File: config.mk
export PLATFORM = sky130hd
export DESIGN_NAME = fcsp_mote_end_flat
export DESIGN_NICKNAME = d
export VERILOG_FILES = /design/src/core/fcsp_pkg.sv /design/src/core/fcsp_link_if.sv /design/src/core/fcsp_mote_end.sv /design/src/flat_wrapper.sv
export SDC_FILE = /design/constraint.sdc
export NUM_CORES = 1
export LEC_CHECK = 0
export ABC_CLOCK_PERIOD_IN_PS = 2300
export BUFFER_PORTS_ARGS = -buffer_cell sky130_fd_sc_hd__buf_2
export CORE_UTILIZATION = 56
export DETAILED_ROUTE_END_ITERATION = 10
export PLACE_DENSITY = 0.76
export SLEW_MARGIN = 10
export SYNTH_ARGS = -nofsm -noshare
export SYNTH_HDL_FRONTEND = slang
export SYNTH_SLANG_ARGS = --single-unit
File: constraint.sdc
create_clock -name ref_clk -period 2.3 [get_ports ref_clk]
set_input_delay 0.46 -clock ref_clk [delete_from_list [all_inputs] [get_ports ref_clk]]
set_output_delay 0.46 -clock ref_clk [all_outputs]
set_load 0.02 [all_outputs]
File: src/core/fcsp_pkg.sv
// Shared constants, state types and helpers of the flow controlled serial port
package fcsp_pkg;

  // ==========================================================================
  // Clock and character format
  localparam int unsigned CLK_KHZ    = 125000;
  localparam int unsigned BAUD_BPS   = 9600;
  localparam int unsigned DATA_BITS  = 8;
  localparam int unsigned FRAME_BITS = 10;
  localparam logic        LINE_IDLE  = 1'b1;
  localparam logic        HS_ON      = 1'b0;
  localparam logic        HS_OFF     = 1'b1;

  // ==========================================================================
  // Times in their own units
  localparam int unsigned BYTE_GAP_MS  = 7;
  localparam int unsigned PKT_GAP_MS   = 20;
  localparam int unsigned RESP_WAIT_MS = 500;
  localparam int unsigned STROBE_NS    = 500;

  // ==========================================================================
  // Times in clock cycles
  localparam int unsigned BIT_CYC       = CLK_KHZ * 1000 / BAUD_BPS;
  localparam int unsigned BYTE_GAP_CYC  = CLK_KHZ * BYTE_GAP_MS;
  localparam int unsigned PKT_GAP_CYC   = CLK_KHZ * PKT_GAP_MS;
  localparam int unsigned RESP_WAIT_CYC = CLK_KHZ * RESP_WAIT_MS;
  localparam int unsigned STROBE_CYC    = (STROBE_NS * CLK_KHZ + 999999) / 1000000;

  // ==========================================================================
  // State types
  typedef enum logic [4:0]
  {
    FCSP_TX_GAP  = 5'b00001,
    FCSP_TX_IDLE = 5'b00010,
    FCSP_TX_REQ  = 5'b00100,
    FCSP_TX_SEND = 5'b01000,
    FCSP_TX_ACK  = 5'b10000
  } fcsp_tx_t;

  typedef enum logic [3:0]
  {
    FCSP_RX_IDLE  = 4'b0001,
    FCSP_RX_START = 4'b0010,
    FCSP_RX_DATA  = 4'b0100,
    FCSP_RX_STOP  = 4'b1000
  } fcsp_rx_t;

  // ==========================================================================
  // Character framing: stop, data LSB first, start in bit 0
  function automatic logic [FRAME_BITS-1:0] fcsp_frame(input logic [DATA_BITS-1:0] d);
    fcsp_frame = {1'b1, d, 1'b0};
  endfunction

endpackage

File: src/core/fcsp_link_if.sv
// Pins of the serial port between the mote and the host
interface fcsp_link_if;
  logic mote_tx;
  logic host_tx;
  logic mote_send_request_n;
  logic mote_accept_ready_n;
  logic host_accept_ready_n;

  modport mote
  (
    output mote_tx,
    output mote_send_request_n,
    output mote_accept_ready_n,
    input  host_tx,
    input  host_accept_ready_n
  );

  modport host
  (
    input  mote_tx,
    input  mote_send_request_n,
    input  mote_accept_ready_n,
    output host_tx,
    output host_accept_ready_n
  );
endinterface

File: src/core/fcsp_mote_end.sv
// Mote end of the flow controlled serial port
// How it works
// - 9600 bit/s, 8N1, full duplex both ways
// - All three handshake lines active low
// - Request low until host accepts or timeout
// - Host answers request by pulling accept low
// - Host strobes its accept after each byte
// - Host releases accept when packets are done
// - Accept ready low once network joined
// - Accept ready high without buffer or network
// - Accept ready may rise at critical moments
// - Host checks accept ready before network packets
// - Diagnostic packets accepted regardless of accept ready
// - Strobe accept ready for each following byte
// - After last byte return to level meaning
// - Host waits packet gap between packets
// - Diagnostic bytes strobed like network bytes
// - Response wait 500 ms, then drop packet
// - Packet gap is 20 ms
// - Byte gap over 7 ms discards, both idle
module fcsp_mote_end #(
  parameter int unsigned BIT_CYC       = fcsp_pkg::BIT_CYC,
  parameter int unsigned BYTE_GAP_CYC  = fcsp_pkg::BYTE_GAP_CYC,
  parameter int unsigned PKT_GAP_CYC   = fcsp_pkg::PKT_GAP_CYC,
  parameter int unsigned RESP_WAIT_CYC = fcsp_pkg::RESP_WAIT_CYC,
  parameter int unsigned STROBE_CYC    = fcsp_pkg::STROBE_CYC
)(
  input  wire logic       ref_clk,
  input  wire logic       nrst,
  fcsp_link_if.mote       link,
  input  wire logic [7:0] tx_data,
  input  wire logic       tx_valid,
  input  wire logic       tx_last,
  output logic            tx_taken,
  output logic            tx_drop,
  input  wire logic       net_joined,
  input  wire logic       buf_free,
  input  wire logic       crit_hold,
  output logic [7:0]      rx_data,
  output logic            rx_valid,
  output logic            rx_end
);

  // ==========================================================================
  // Parameter checks
  if (BIT_CYC < 4 || STROBE_CYC < 1 || STROBE_CYC >= BIT_CYC || BYTE_GAP_CYC < 2 * BIT_CYC
      || PKT_GAP_CYC < 1 || RESP_WAIT_CYC < 1)
  begin : g_chk
    $error("fcsp_mote_end: timing parameters out of range");
  end

  // ==========================================================================
  // Pin synchronisers
  logic rx1_r, rx2_r, ha1_r, ha2_r, ha3_r, hf_r;
  always_ff @(posedge ref_clk)
  begin
    if (!nrst)
    begin
      rx1_r <= 1'b1;
      rx2_r <= 1'b1;
      ha1_r <= 1'b1;
      ha2_r <= 1'b1;
      ha3_r <= 1'b1;
      hf_r  <= 1'b0;
    end
    else
    begin
      rx1_r <= link.host_tx;
      rx2_r <= rx1_r;
      ha1_r <= link.host_accept_ready_n;
      ha2_r <= ha1_r;
      ha3_r <= ha2_r;
      hf_r  <= ha3_r && !ha2_r;
    end
  end

  logic host_on, host_fall;
  assign host_on   = (ha2_r == fcsp_pkg::HS_ON);
  assign host_fall = ha3_r && !ha2_r;

  // ==========================================================================
  // Transmit path
  fcsp_pkg::fcsp_tx_t ts_r, ts_nxt;
  logic [9:0]  tsh_r, tsh_nxt;
  logic [3:0]  tbit_r, tbit_nxt;
  logic [31:0] tbaud_r, tbaud_nxt, tcnt_r, tcnt_nxt;
  logic        tlast_r, tlast_nxt, taken_r, taken_nxt, drop_r, drop_nxt, req_n_r, req_n_nxt;

  always_comb
  begin
    ts_nxt    = ts_r;
    tsh_nxt   = tsh_r;
    tbit_nxt  = tbit_r;
    tbaud_nxt = tbaud_r;
    tcnt_nxt  = tcnt_r + 32'h0000_0001;
    tlast_nxt = tlast_r;
    req_n_nxt = req_n_r;
    taken_nxt = 1'b0;
    drop_nxt  = 1'b0;
    // Shifting in ones keeps the line idle high between characters
    if (tbit_r != 4'h0)
    begin
      if (tbaud_r == BIT_CYC - 1)
      begin
        tbaud_nxt = 32'h0000_0000;
        tsh_nxt   = {1'b1, tsh_r[9:1]};
        tbit_nxt  = tbit_r - 4'h1;
      end
      else
        tbaud_nxt = tbaud_r + 32'h0000_0001;
    end
    case (ts_r)
      fcsp_pkg::FCSP_TX_GAP:
        if (tcnt_r >= PKT_GAP_CYC - 1)
          ts_nxt = fcsp_pkg::FCSP_TX_IDLE;
      fcsp_pkg::FCSP_TX_IDLE:
        if (tx_valid)
        begin
          req_n_nxt = fcsp_pkg::HS_ON;
          tcnt_nxt  = 32'h0000_0000;
          ts_nxt    = fcsp_pkg::FCSP_TX_REQ;
        end
      fcsp_pkg::FCSP_TX_REQ:
        if (host_on)
        begin
          req_n_nxt = fcsp_pkg::HS_OFF;
          tsh_nxt   = fcsp_pkg::fcsp_frame(tx_data);
          tbit_nxt  = 4'hA;
          tbaud_nxt = 32'h0000_0000;
          tlast_nxt = tx_last;
          taken_nxt = 1'b1;
          ts_nxt    = fcsp_pkg::FCSP_TX_SEND;
        end
        else if (tcnt_r >= RESP_WAIT_CYC - 1)
        begin
          req_n_nxt = fcsp_pkg::HS_OFF;
          drop_nxt  = 1'b1;
          tcnt_nxt  = 32'h0000_0000;
          ts_nxt    = fcsp_pkg::FCSP_TX_GAP;
        end
      fcsp_pkg::FCSP_TX_SEND:
        if (tbit_r == 4'h0)
        begin
          tcnt_nxt = 32'h0000_0000;
          ts_nxt   = tlast_r ? fcsp_pkg::FCSP_TX_GAP : fcsp_pkg::FCSP_TX_ACK;
        end
      fcsp_pkg::FCSP_TX_ACK:
        // Ack may fall in the last cycle of the stop bit, so keep it one cycle
        if ((host_fall || hf_r) && tx_valid)
        begin
          tsh_nxt   = fcsp_pkg::fcsp_frame(tx_data);
          tbit_nxt  = 4'hA;
          tbaud_nxt = 32'h0000_0000;
          tlast_nxt = tx_last;
          taken_nxt = 1'b1;
          ts_nxt    = fcsp_pkg::FCSP_TX_SEND;
        end
        else if (tcnt_r >= BYTE_GAP_CYC - 1)
        begin
          drop_nxt = 1'b1;
          tcnt_nxt = 32'h0000_0000;
          ts_nxt   = fcsp_pkg::FCSP_TX_GAP;
        end
      default:
      begin
        req_n_nxt = fcsp_pkg::HS_OFF;
        ts_nxt    = fcsp_pkg::FCSP_TX_GAP;
      end
    endcase
  end

  always_ff @(posedge ref_clk)
  begin
    if (!nrst)
    begin
      ts_r    <= fcsp_pkg::FCSP_TX_GAP;
      tsh_r   <= 10'h3FF;
      tbit_r  <= 4'h0;
      tbaud_r <= 32'h0000_0000;
      tcnt_r  <= 32'h0000_0000;
      tlast_r <= 1'b0;
      taken_r <= 1'b0;
      drop_r  <= 1'b0;
      req_n_r <= 1'b1;
    end
    else
    begin
      ts_r    <= ts_nxt;
      tsh_r   <= tsh_nxt;
      tbit_r  <= tbit_nxt;
      tbaud_r <= tbaud_nxt;
      tcnt_r  <= tcnt_nxt;
      tlast_r <= tlast_nxt;
      taken_r <= taken_nxt;
      drop_r  <= drop_nxt;
      req_n_r <= req_n_nxt;
    end
  end

  // ==========================================================================
  // Receive path and accept-ready line
  fcsp_pkg::fcsp_rx_t rs_r, rs_nxt;
  logic [31:0] rbaud_r, rbaud_nxt, gcnt_r, gcnt_nxt, scnt_r, scnt_nxt;
  logic [7:0]  rsh_r, rsh_nxt, rdat_r, rdat_nxt;
  logic [2:0]  rbit_r, rbit_nxt;
  logic        rval_r, rval_nxt, rend_r, rend_nxt, inpkt_r, inpkt_nxt, acc_n_r, acc_n_nxt;

  always_comb
  begin
    rs_nxt    = rs_r;
    rbaud_nxt = rbaud_r + 32'h0000_0001;
    rsh_nxt   = rsh_r;
    rbit_nxt  = rbit_r;
    rdat_nxt  = rdat_r;
    rval_nxt  = 1'b0;
    rend_nxt  = 1'b0;
    inpkt_nxt = inpkt_r;
    gcnt_nxt  = gcnt_r;
    scnt_nxt  = scnt_r;
    case (rs_r)
      fcsp_pkg::FCSP_RX_IDLE:
      begin
        rbaud_nxt = 32'h0000_0000;
        if (rx2_r != fcsp_pkg::LINE_IDLE)
          rs_nxt = fcsp_pkg::FCSP_RX_START;
      end
      fcsp_pkg::FCSP_RX_START:
        if (rbaud_r >= BIT_CYC / 2 - 1)
        begin
          rbaud_nxt = 32'h0000_0000;
          rbit_nxt  = 3'h0;
          rs_nxt    = rx2_r ? fcsp_pkg::FCSP_RX_IDLE : fcsp_pkg::FCSP_RX_DATA;
        end
      fcsp_pkg::FCSP_RX_DATA:
        if (rbaud_r >= BIT_CYC - 1)
        begin
          rbaud_nxt = 32'h0000_0000;
          rsh_nxt   = {rx2_r, rsh_r[7:1]};
          rbit_nxt  = rbit_r + 3'h1;
          if (rbit_r == 3'h7)
            rs_nxt = fcsp_pkg::FCSP_RX_STOP;
        end
      fcsp_pkg::FCSP_RX_STOP:
        if (rbaud_r >= BIT_CYC - 1)
        begin
          rs_nxt   = fcsp_pkg::FCSP_RX_IDLE;
          // A missing stop bit loses the character silently
          rval_nxt = rx2_r;
          rdat_nxt = rsh_r;
        end
      default:
        rs_nxt = fcsp_pkg::FCSP_RX_IDLE;
    endcase
    // Every byte, diagnostic or not, is acknowledged by a strobe
    if (rval_nxt)
    begin
      inpkt_nxt = 1'b1;
      gcnt_nxt  = 32'h0000_0000;
      scnt_nxt  = STROBE_CYC;
    end
    else
    begin
      if (scnt_r != 32'h0000_0000)
        scnt_nxt = scnt_r - 32'h0000_0001;
      if (inpkt_r)
      begin
        gcnt_nxt = gcnt_r + 32'h0000_0001;
        if (gcnt_r >= BYTE_GAP_CYC - 1)
        begin
          inpkt_nxt = 1'b0;
          rend_nxt  = 1'b1;
        end
      end
    end
    if (scnt_nxt != 32'h0000_0000)
      acc_n_nxt = fcsp_pkg::HS_OFF;
    else if (inpkt_nxt)
      acc_n_nxt = fcsp_pkg::HS_ON;
    else if (net_joined && buf_free && !crit_hold)
      acc_n_nxt = fcsp_pkg::HS_ON;
    else
      acc_n_nxt = fcsp_pkg::HS_OFF;
  end

  always_ff @(posedge ref_clk)
  begin
    if (!nrst)
    begin
      rs_r    <= fcsp_pkg::FCSP_RX_IDLE;
      rbaud_r <= 32'h0000_0000;
      gcnt_r  <= 32'h0000_0000;
      scnt_r  <= 32'h0000_0000;
      rsh_r   <= 8'h00;
      rdat_r  <= 8'h00;
      rbit_r  <= 3'h0;
      rval_r  <= 1'b0;
      rend_r  <= 1'b0;
      inpkt_r <= 1'b0;
      acc_n_r <= 1'b1;
    end
    else
    begin
      rs_r    <= rs_nxt;
      rbaud_r <= rbaud_nxt;
      gcnt_r  <= gcnt_nxt;
      scnt_r  <= scnt_nxt;
      rsh_r   <= rsh_nxt;
      rdat_r  <= rdat_nxt;
      rbit_r  <= rbit_nxt;
      rval_r  <= rval_nxt;
      rend_r  <= rend_nxt;
      inpkt_r <= inpkt_nxt;
      acc_n_r <= acc_n_nxt;
    end
  end

  // ==========================================================================
  // Outputs
  assign link.mote_tx             = tsh_r[0];
  assign link.mote_send_request_n = req_n_r;
  assign link.mote_accept_ready_n = acc_n_r;
  assign tx_taken                 = taken_r;
  assign tx_drop                  = drop_r;
  assign rx_data                  = rdat_r;
  assign rx_valid                 = rval_r;
  assign rx_end                   = rend_r;

endmodule

File: src/flat_wrapper.sv
// flat-port wrapper written by rule: the top's interface ports become plain ports
module fcsp_mote_end_flat 
#(
  parameter int unsigned BIT_CYC       = fcsp_pkg::BIT_CYC,
  parameter int unsigned BYTE_GAP_CYC  = fcsp_pkg::BYTE_GAP_CYC,
  parameter int unsigned PKT_GAP_CYC   = fcsp_pkg::PKT_GAP_CYC,
  parameter int unsigned RESP_WAIT_CYC = fcsp_pkg::RESP_WAIT_CYC,
  parameter int unsigned STROBE_CYC    = fcsp_pkg::STROBE_CYC
)
  (ref_clk, nrst, tx_data, tx_valid, tx_last, tx_taken, tx_drop, net_joined, buf_free, crit_hold, rx_data, rx_valid, rx_end, link_mote_tx, link_mote_send_request_n, link_mote_accept_ready_n, link_host_tx, link_host_accept_ready_n);
  fcsp_link_if link_i ();
  input  wire logic ref_clk;
  input  wire logic nrst;
  input  wire logic [7:0] tx_data;
  input  wire logic tx_valid;
  input  wire logic tx_last;
  output logic tx_taken;
  output logic tx_drop;
  input  wire logic net_joined;
  input  wire logic buf_free;
  input  wire logic crit_hold;
  output logic [7:0] rx_data;
  output logic rx_valid;
  output logic rx_end;
  output wire logic [$bits(link_i.mote_tx)-1:0] link_mote_tx;
  output wire logic [$bits(link_i.mote_send_request_n)-1:0] link_mote_send_request_n;
  output wire logic [$bits(link_i.mote_accept_ready_n)-1:0] link_mote_accept_ready_n;
  input wire logic [$bits(link_i.host_tx)-1:0] link_host_tx;
  input wire logic [$bits(link_i.host_accept_ready_n)-1:0] link_host_accept_ready_n;
  assign link_mote_tx = link_i.mote_tx;
  assign link_mote_send_request_n = link_i.mote_send_request_n;
  assign link_mote_accept_ready_n = link_i.mote_accept_ready_n;
  assign link_i.host_tx = link_host_tx;
  assign link_i.host_accept_ready_n = link_host_accept_ready_n;
  fcsp_mote_end #(.BIT_CYC(BIT_CYC), .BYTE_GAP_CYC(BYTE_GAP_CYC), .PKT_GAP_CYC(PKT_GAP_CYC), .RESP_WAIT_CYC(RESP_WAIT_CYC), .STROBE_CYC(STROBE_CYC)) u_core (.ref_clk(ref_clk), .nrst(nrst), .link(link_i), .tx_data(tx_data), .tx_valid(tx_valid), .tx_last(tx_last), .tx_taken(tx_taken), .tx_drop(tx_drop), .net_joined(net_joined), .buf_free(buf_free), .crit_hold(crit_hold), .rx_data(rx_data), .rx_valid(rx_valid), .rx_end(rx_end));
endmodule
==> Flow_metrics.wiki <==
{| class="wikitable"
! Metric !! Value
|-
| Number of cell instances on the worst register-to-register path || 7
|-
| Cell type of the slowest stage on the worst timing path || sky130_fd_sc_hd__or4b_4
|-
| Number of port buffers || 31
|-
| Pins over their slew limit || 0
|-
| Count of flip-flops with a built-in enable after synthesis || 0
|-
| Hold Fails Final Rpt || 0
|-
| Setup repair after global routing missed its margin || true
|-
| Crit path cell chain || nor3_1, nand4_1, or4b_4, nand4_1, xor2_1, o21ai_1, or4_1
|-
| Arrival time of data at the critical path endpoint || 2.99 ns
|-
| Post-layout total power || 0.01273 W
|-
| Average instance area after synthesis || 8.362 sq um
|-
| Highest clock frequency the design can meet || a little under 400 MHz
|-
| CTS Buf Count || 23
|-
| CTS sink cnt || ~220
|-
| Share of flip-flops with an asynchronous set or reset || 0%
|-
| Shortest clock period the worst path allows after layout || around 2.6 ns
|-
| Path category of the worst min-delay check || in -> reg
|-
| Relative slew slack || a little under two fifths
|-
| Total wire length after detailed routing || between 20000 and 30000 um
|-
| Post-synthesis net count || around 1200
|-
| Floorplan die height || 136.1 um
|-
| Vias in the first global route || 8422
|-
| Highest ir drop seen on vdd || 819.6 uV
|-
| Final number of setup-violating endpoints || roughly 100
|-
| Multi-input combinational cell area || about 0.0063 sq mm
|-
| Starting density of the core || 57.85%
|-
| Area leader, netlist || sky130_fd_sc_hd__dfxtp_1
|-
| CP Data Required Time || between 2 and 3 ns
|-
| Die footprint || ~0.019 sq mm
|-
| Storage element area || roughly 0.0043 sq mm
|-
| GRT Resource Usage Total || 24.25%
|-
| Final ANT Viol Nets || 0
|-
| Transition time at the pin with the least slew margin || 0.9356 ns
|-
| Post-synthesis instance total || approximately 1200
|-
| Overall via count from detail_route || roughly 9100
|-
| Capturing point of the worst reg2reg path || u_core.link.mote_accept_ready_n
|-
| Most common library cell in the layout ignoring fill and taps || sky130_fd_sc_hd__dfxtp_1
|-
| Via count normalized by instance count || 5.617
|-
| Total core area || around 0.017 sq mm
|-
| I/O pin count || 32
|-
| Grt total ovfl || 0
|-
| Initial DRC Count || 498
|-
| Static power due to leakage || 5.064 nW
|-
| Most common flop cell mapped by yosys || sky130_fd_sc_hd__dfxtp_1
|-
| Hold_sp || link_host_accept_ready_n
|-
| Layout cell share with drive strength beyond 1 || a little over a quarter
|-
| Number of fill cells || 1161
|-
| Ant. Diodes || 0
|-
| HPWL after DPL || 15180 um
|-
| Post-Synthesis Cell Area || 0.01008 sq mm
|-
| Placer congestion estimate || slightly below 0.9
|-
| Worst setup timing slack at the placement stage || -0.2499 ns
|-
| Kind of capture point of the worst setup path || flip-flop
|-
| Area share of the leading cell type in the synthesized netlist || 42.92%
|-
| Die W || approximately 140 um
|-
| Stage delay of the slowest cell on the critical path || approximately 0.6 ns
|-
| Largest cells by area after synthesis || sky130_fd_sc_hd__dfxtp_1, sky130_fd_sc_hd__nor2_1, sky130_fd_sc_hd__xor2_1
|-
| 1st-pass router iterations || 6
|-
| Maximum clock insertion buffer count || 3
|-
| Areal power density over the cells || between 900 and 1000 mW/mm^2
|-
| Cts-stage hold buffer count || 0
|-
| Clock latency of the later-clocked register in the worst-skew pair || roughly 0.52 ns
|-
| Sequential cell area fraction in the yosys report || a little over two fifths
|-
| Growth of design area from synthesis to finish || 33.35%
|-
| Crit Path Class || reg -> reg
|-
| Number of instances on the worst hold path || 2
|-
| Largest net degree at the start of global routing || 37
|-
| Count of max-cap constraint violations || 0
|-
| Result of the run || complete, but fails checks
|-
| Floorplan row count || 48
|-
| Setup skew after layout || 0.01107 ns
|-
| Worst R2R Setup Slack || -0.30 ns
|-
| Reg clk slew, reported paths || roughly 0.060 ns
|-
| Count of cell types in the netlist || 66
|-
| Hold EP || u_core.ha1_r
|-
| CTS Root Buffer Type || sky130_fd_sc_hd__clkbuf_16
|-
| Maximum fanout count along the critical path || 6
|-
| Flip-flop and latch count after synthesis || between 200 and 250
|-
| Cell type with the highest occurrence count on the critical path || sky130_fd_sc_hd__nand4_1
|-
| Post-route clock period utilization || 113.0%
|-
| H-tree depth reported by CTS || 1
|-
| Startpoint of the lowest-slack register-to-register path || u_core.scnt_r[29]
|-
| Final critical-path setup slack || -0.2996 ns
|-
| Violations in the final reports || setup timing
|-
| Clock tree from TritonCTS || done
|-
| Number of antenna violations at the first check in global routing || 0
|-
| # nets final || about 1400
|-
| Critical Path Start Type || flip-flop
|-
| Residual DRC count || 0
|-
| Most frequent cells in the layout || sky130_fd_sc_hd__dfxtp_1, sky130_fd_sc_hd__nor2_1, sky130_fd_sc_hd__buf_4, sky130_fd_sc_hd__nand2_1, sky130_fd_sc_hd__xor2_1
|-
| Mean routed wirelength per cell || 15.59 um
|-
| Count of synthesis-stage warnings from yosys || 0
|-
| First-pass GRT wire length || 37470 um
|}
-- worst max-delay path: cells and delay by family (launching register included) --
kind             cells  cell delay, ns
AND/OR/NAND/NOR      5            1.84
flip-flops           1            0.32
XOR/XNOR             1            0.22
AO/OA/AOI/OAI        1            0.10
-- synth_stat cells, types with 3 or more instances --
master,instances
sky130_fd_sc_hd__and3_1,20
sky130_fd_sc_hd__nor4_1,25
sky130_fd_sc_hd__nand2b_1,14
sky130_fd_sc_hd__nand3_1,61
sky130_fd_sc_hd__a21oi_1,34
sky130_fd_sc_hd__a31oi_1,6
sky130_fd_sc_hd__nor2b_1,8
sky130_fd_sc_hd__o22ai_1,6
sky130_fd_sc_hd__o31a_1,3
sky130_fd_sc_hd__dfxtp_1,216
sky130_fd_sc_hd__or2_2,3
sky130_fd_sc_hd__nor3b_1,5
sky130_fd_sc_hd__xnor2_1,58
sky130_fd_sc_hd__or3_1,12
sky130_fd_sc_hd__o2111ai_1,3
sky130_fd_sc_hd__o2111a_1,3
sky130_fd_sc_hd__o31ai_1,6
sky130_fd_sc_hd__and4_1,8
sky130_fd_sc_hd__nand2_1,111
sky130_fd_sc_hd__o21ai_1,8
sky130_fd_sc_hd__nor3_1,35
sky130_fd_sc_hd__o21a_1,4
sky130_fd_sc_hd__inv_1,25
sky130_fd_sc_hd__and2_1,8
sky130_fd_sc_hd__or4_1,5
sky130_fd_sc_hd__a211oi_1,7
sky130_fd_sc_hd__nor2_1,239
sky130_fd_sc_hd__nand3b_1,5
sky130_fd_sc_hd__nand4_1,37
sky130_fd_sc_hd__buf_2,13
sky130_fd_sc_hd__nor4b_1,4
sky130_fd_sc_hd__o21ai_0,18
sky130_fd_sc_hd__clkbuf_1,27
sky130_fd_sc_hd__mux2i_1,28
sky130_fd_sc_hd__ha_1,11
sky130_fd_sc_hd__xor2_1,86
-- power breakdown --
part,switching (W),internal (W)
registers,0.000271,0.00403
clock network,0.00147,0.00217
logic,0.00237,0.00242
total,0.00411,0.00862
-- layer usage --
metal  routed length (um)  track usage (%)
met5                    0                0
met4                  504            6.111
met3                  999            3.356
met2                12730            43.97
met1                11000            29.90
-- worst max-delay path by stage --
stage                                      endpoint               from  cells past startpoint  slack (ns)
floorplan           u_core.link.mote_accept_ready_n  u_core.scnt_r[27]                      7       -0.12
global placement    u_core.link.mote_accept_ready_n   u_core.scnt_r[0]                     10       -0.18
detailed placement  u_core.link.mote_accept_ready_n   u_core.scnt_r[0]                     10       -0.25
CTS                 u_core.link.mote_accept_ready_n   u_core.scnt_r[0]                     10       -0.19
global route        u_core.link.mote_accept_ready_n  u_core.scnt_r[29]                      7       -0.47
finish              u_core.link.mote_accept_ready_n  u_core.scnt_r[29]                      7       -0.30
-- sequential cells by signal, summed over array words and instances, names as in the netlist, 3 cells and up --
register,count
u_core.rbit_r,3
u_core.rx_data,8
u_core.tcnt_r,32
u_core.gcnt_r,32
u_core.rsh_r,8
u_core.tbaud_r,32
u_core.tsh_r,10
u_core.ts_r,5
u_core.scnt_r,32
u_core.rs_r,4
u_core.tbit_r,4
u_core.rbaud_r,32
-- layout make-up --
type | instances | share of cell area (%)
Multi-Input combinational cell | 920 | 46.81
Sequential cell | 216 | 32.28
Timing Repair Buffer | 191 | 12.63
Clock buffer | 34 | 4.814
Tap cell | 225 | 2.095
Inverter | 26 | 0.7263
Clock inverter | 6 | 0.6425
-- kinds of logic (layout without fill, tap and decap cells) --
group,Yosys count,after routing,synth area share (%)
AND/OR/NAND/NOR,620,621,30.00
flip-flops,216,216,42.92
XOR/XNOR,144,144,12.52
AO/OA/AOI/OAI,115,115,7.426
buffers and inverters,70,257,2.881
multiplexers,29,29,2.893
adder cells (fa/ha/maj),11,11,1.366
-- what timing repair did --
action / in CTS / in global routing
pin swaps: 19 / 80
hold endpoints to repair: 0 / 0
resized for setup: 36 / 182
setup endpoints to repair: 96 / 163
setup buffers: 4 / 6
gates cloned: 2 / 13
-- through the flow --
stage / util, % / area [sq um] / hold WS (ns) / std cells / TNS [ns]
finish: 77.15 / 13440 / 0.1296 / 1618 / -9.766
global placement: 65.91 / 11480 / 0.3898 / 1554 / -2.640
CTS: 71.52 / 12460 / 0.1132 / 1600 / -2.051
global route: 77.15 / 13440 / 0.1387 / 1618 / -19.54
detailed placement: 65.91 / 11480 / 0.3921 / 1554 / -4.479
floorplan: - / 10110 / 0.3863 / 1205 / -0.1246
(Power assumes the default switching activity.)
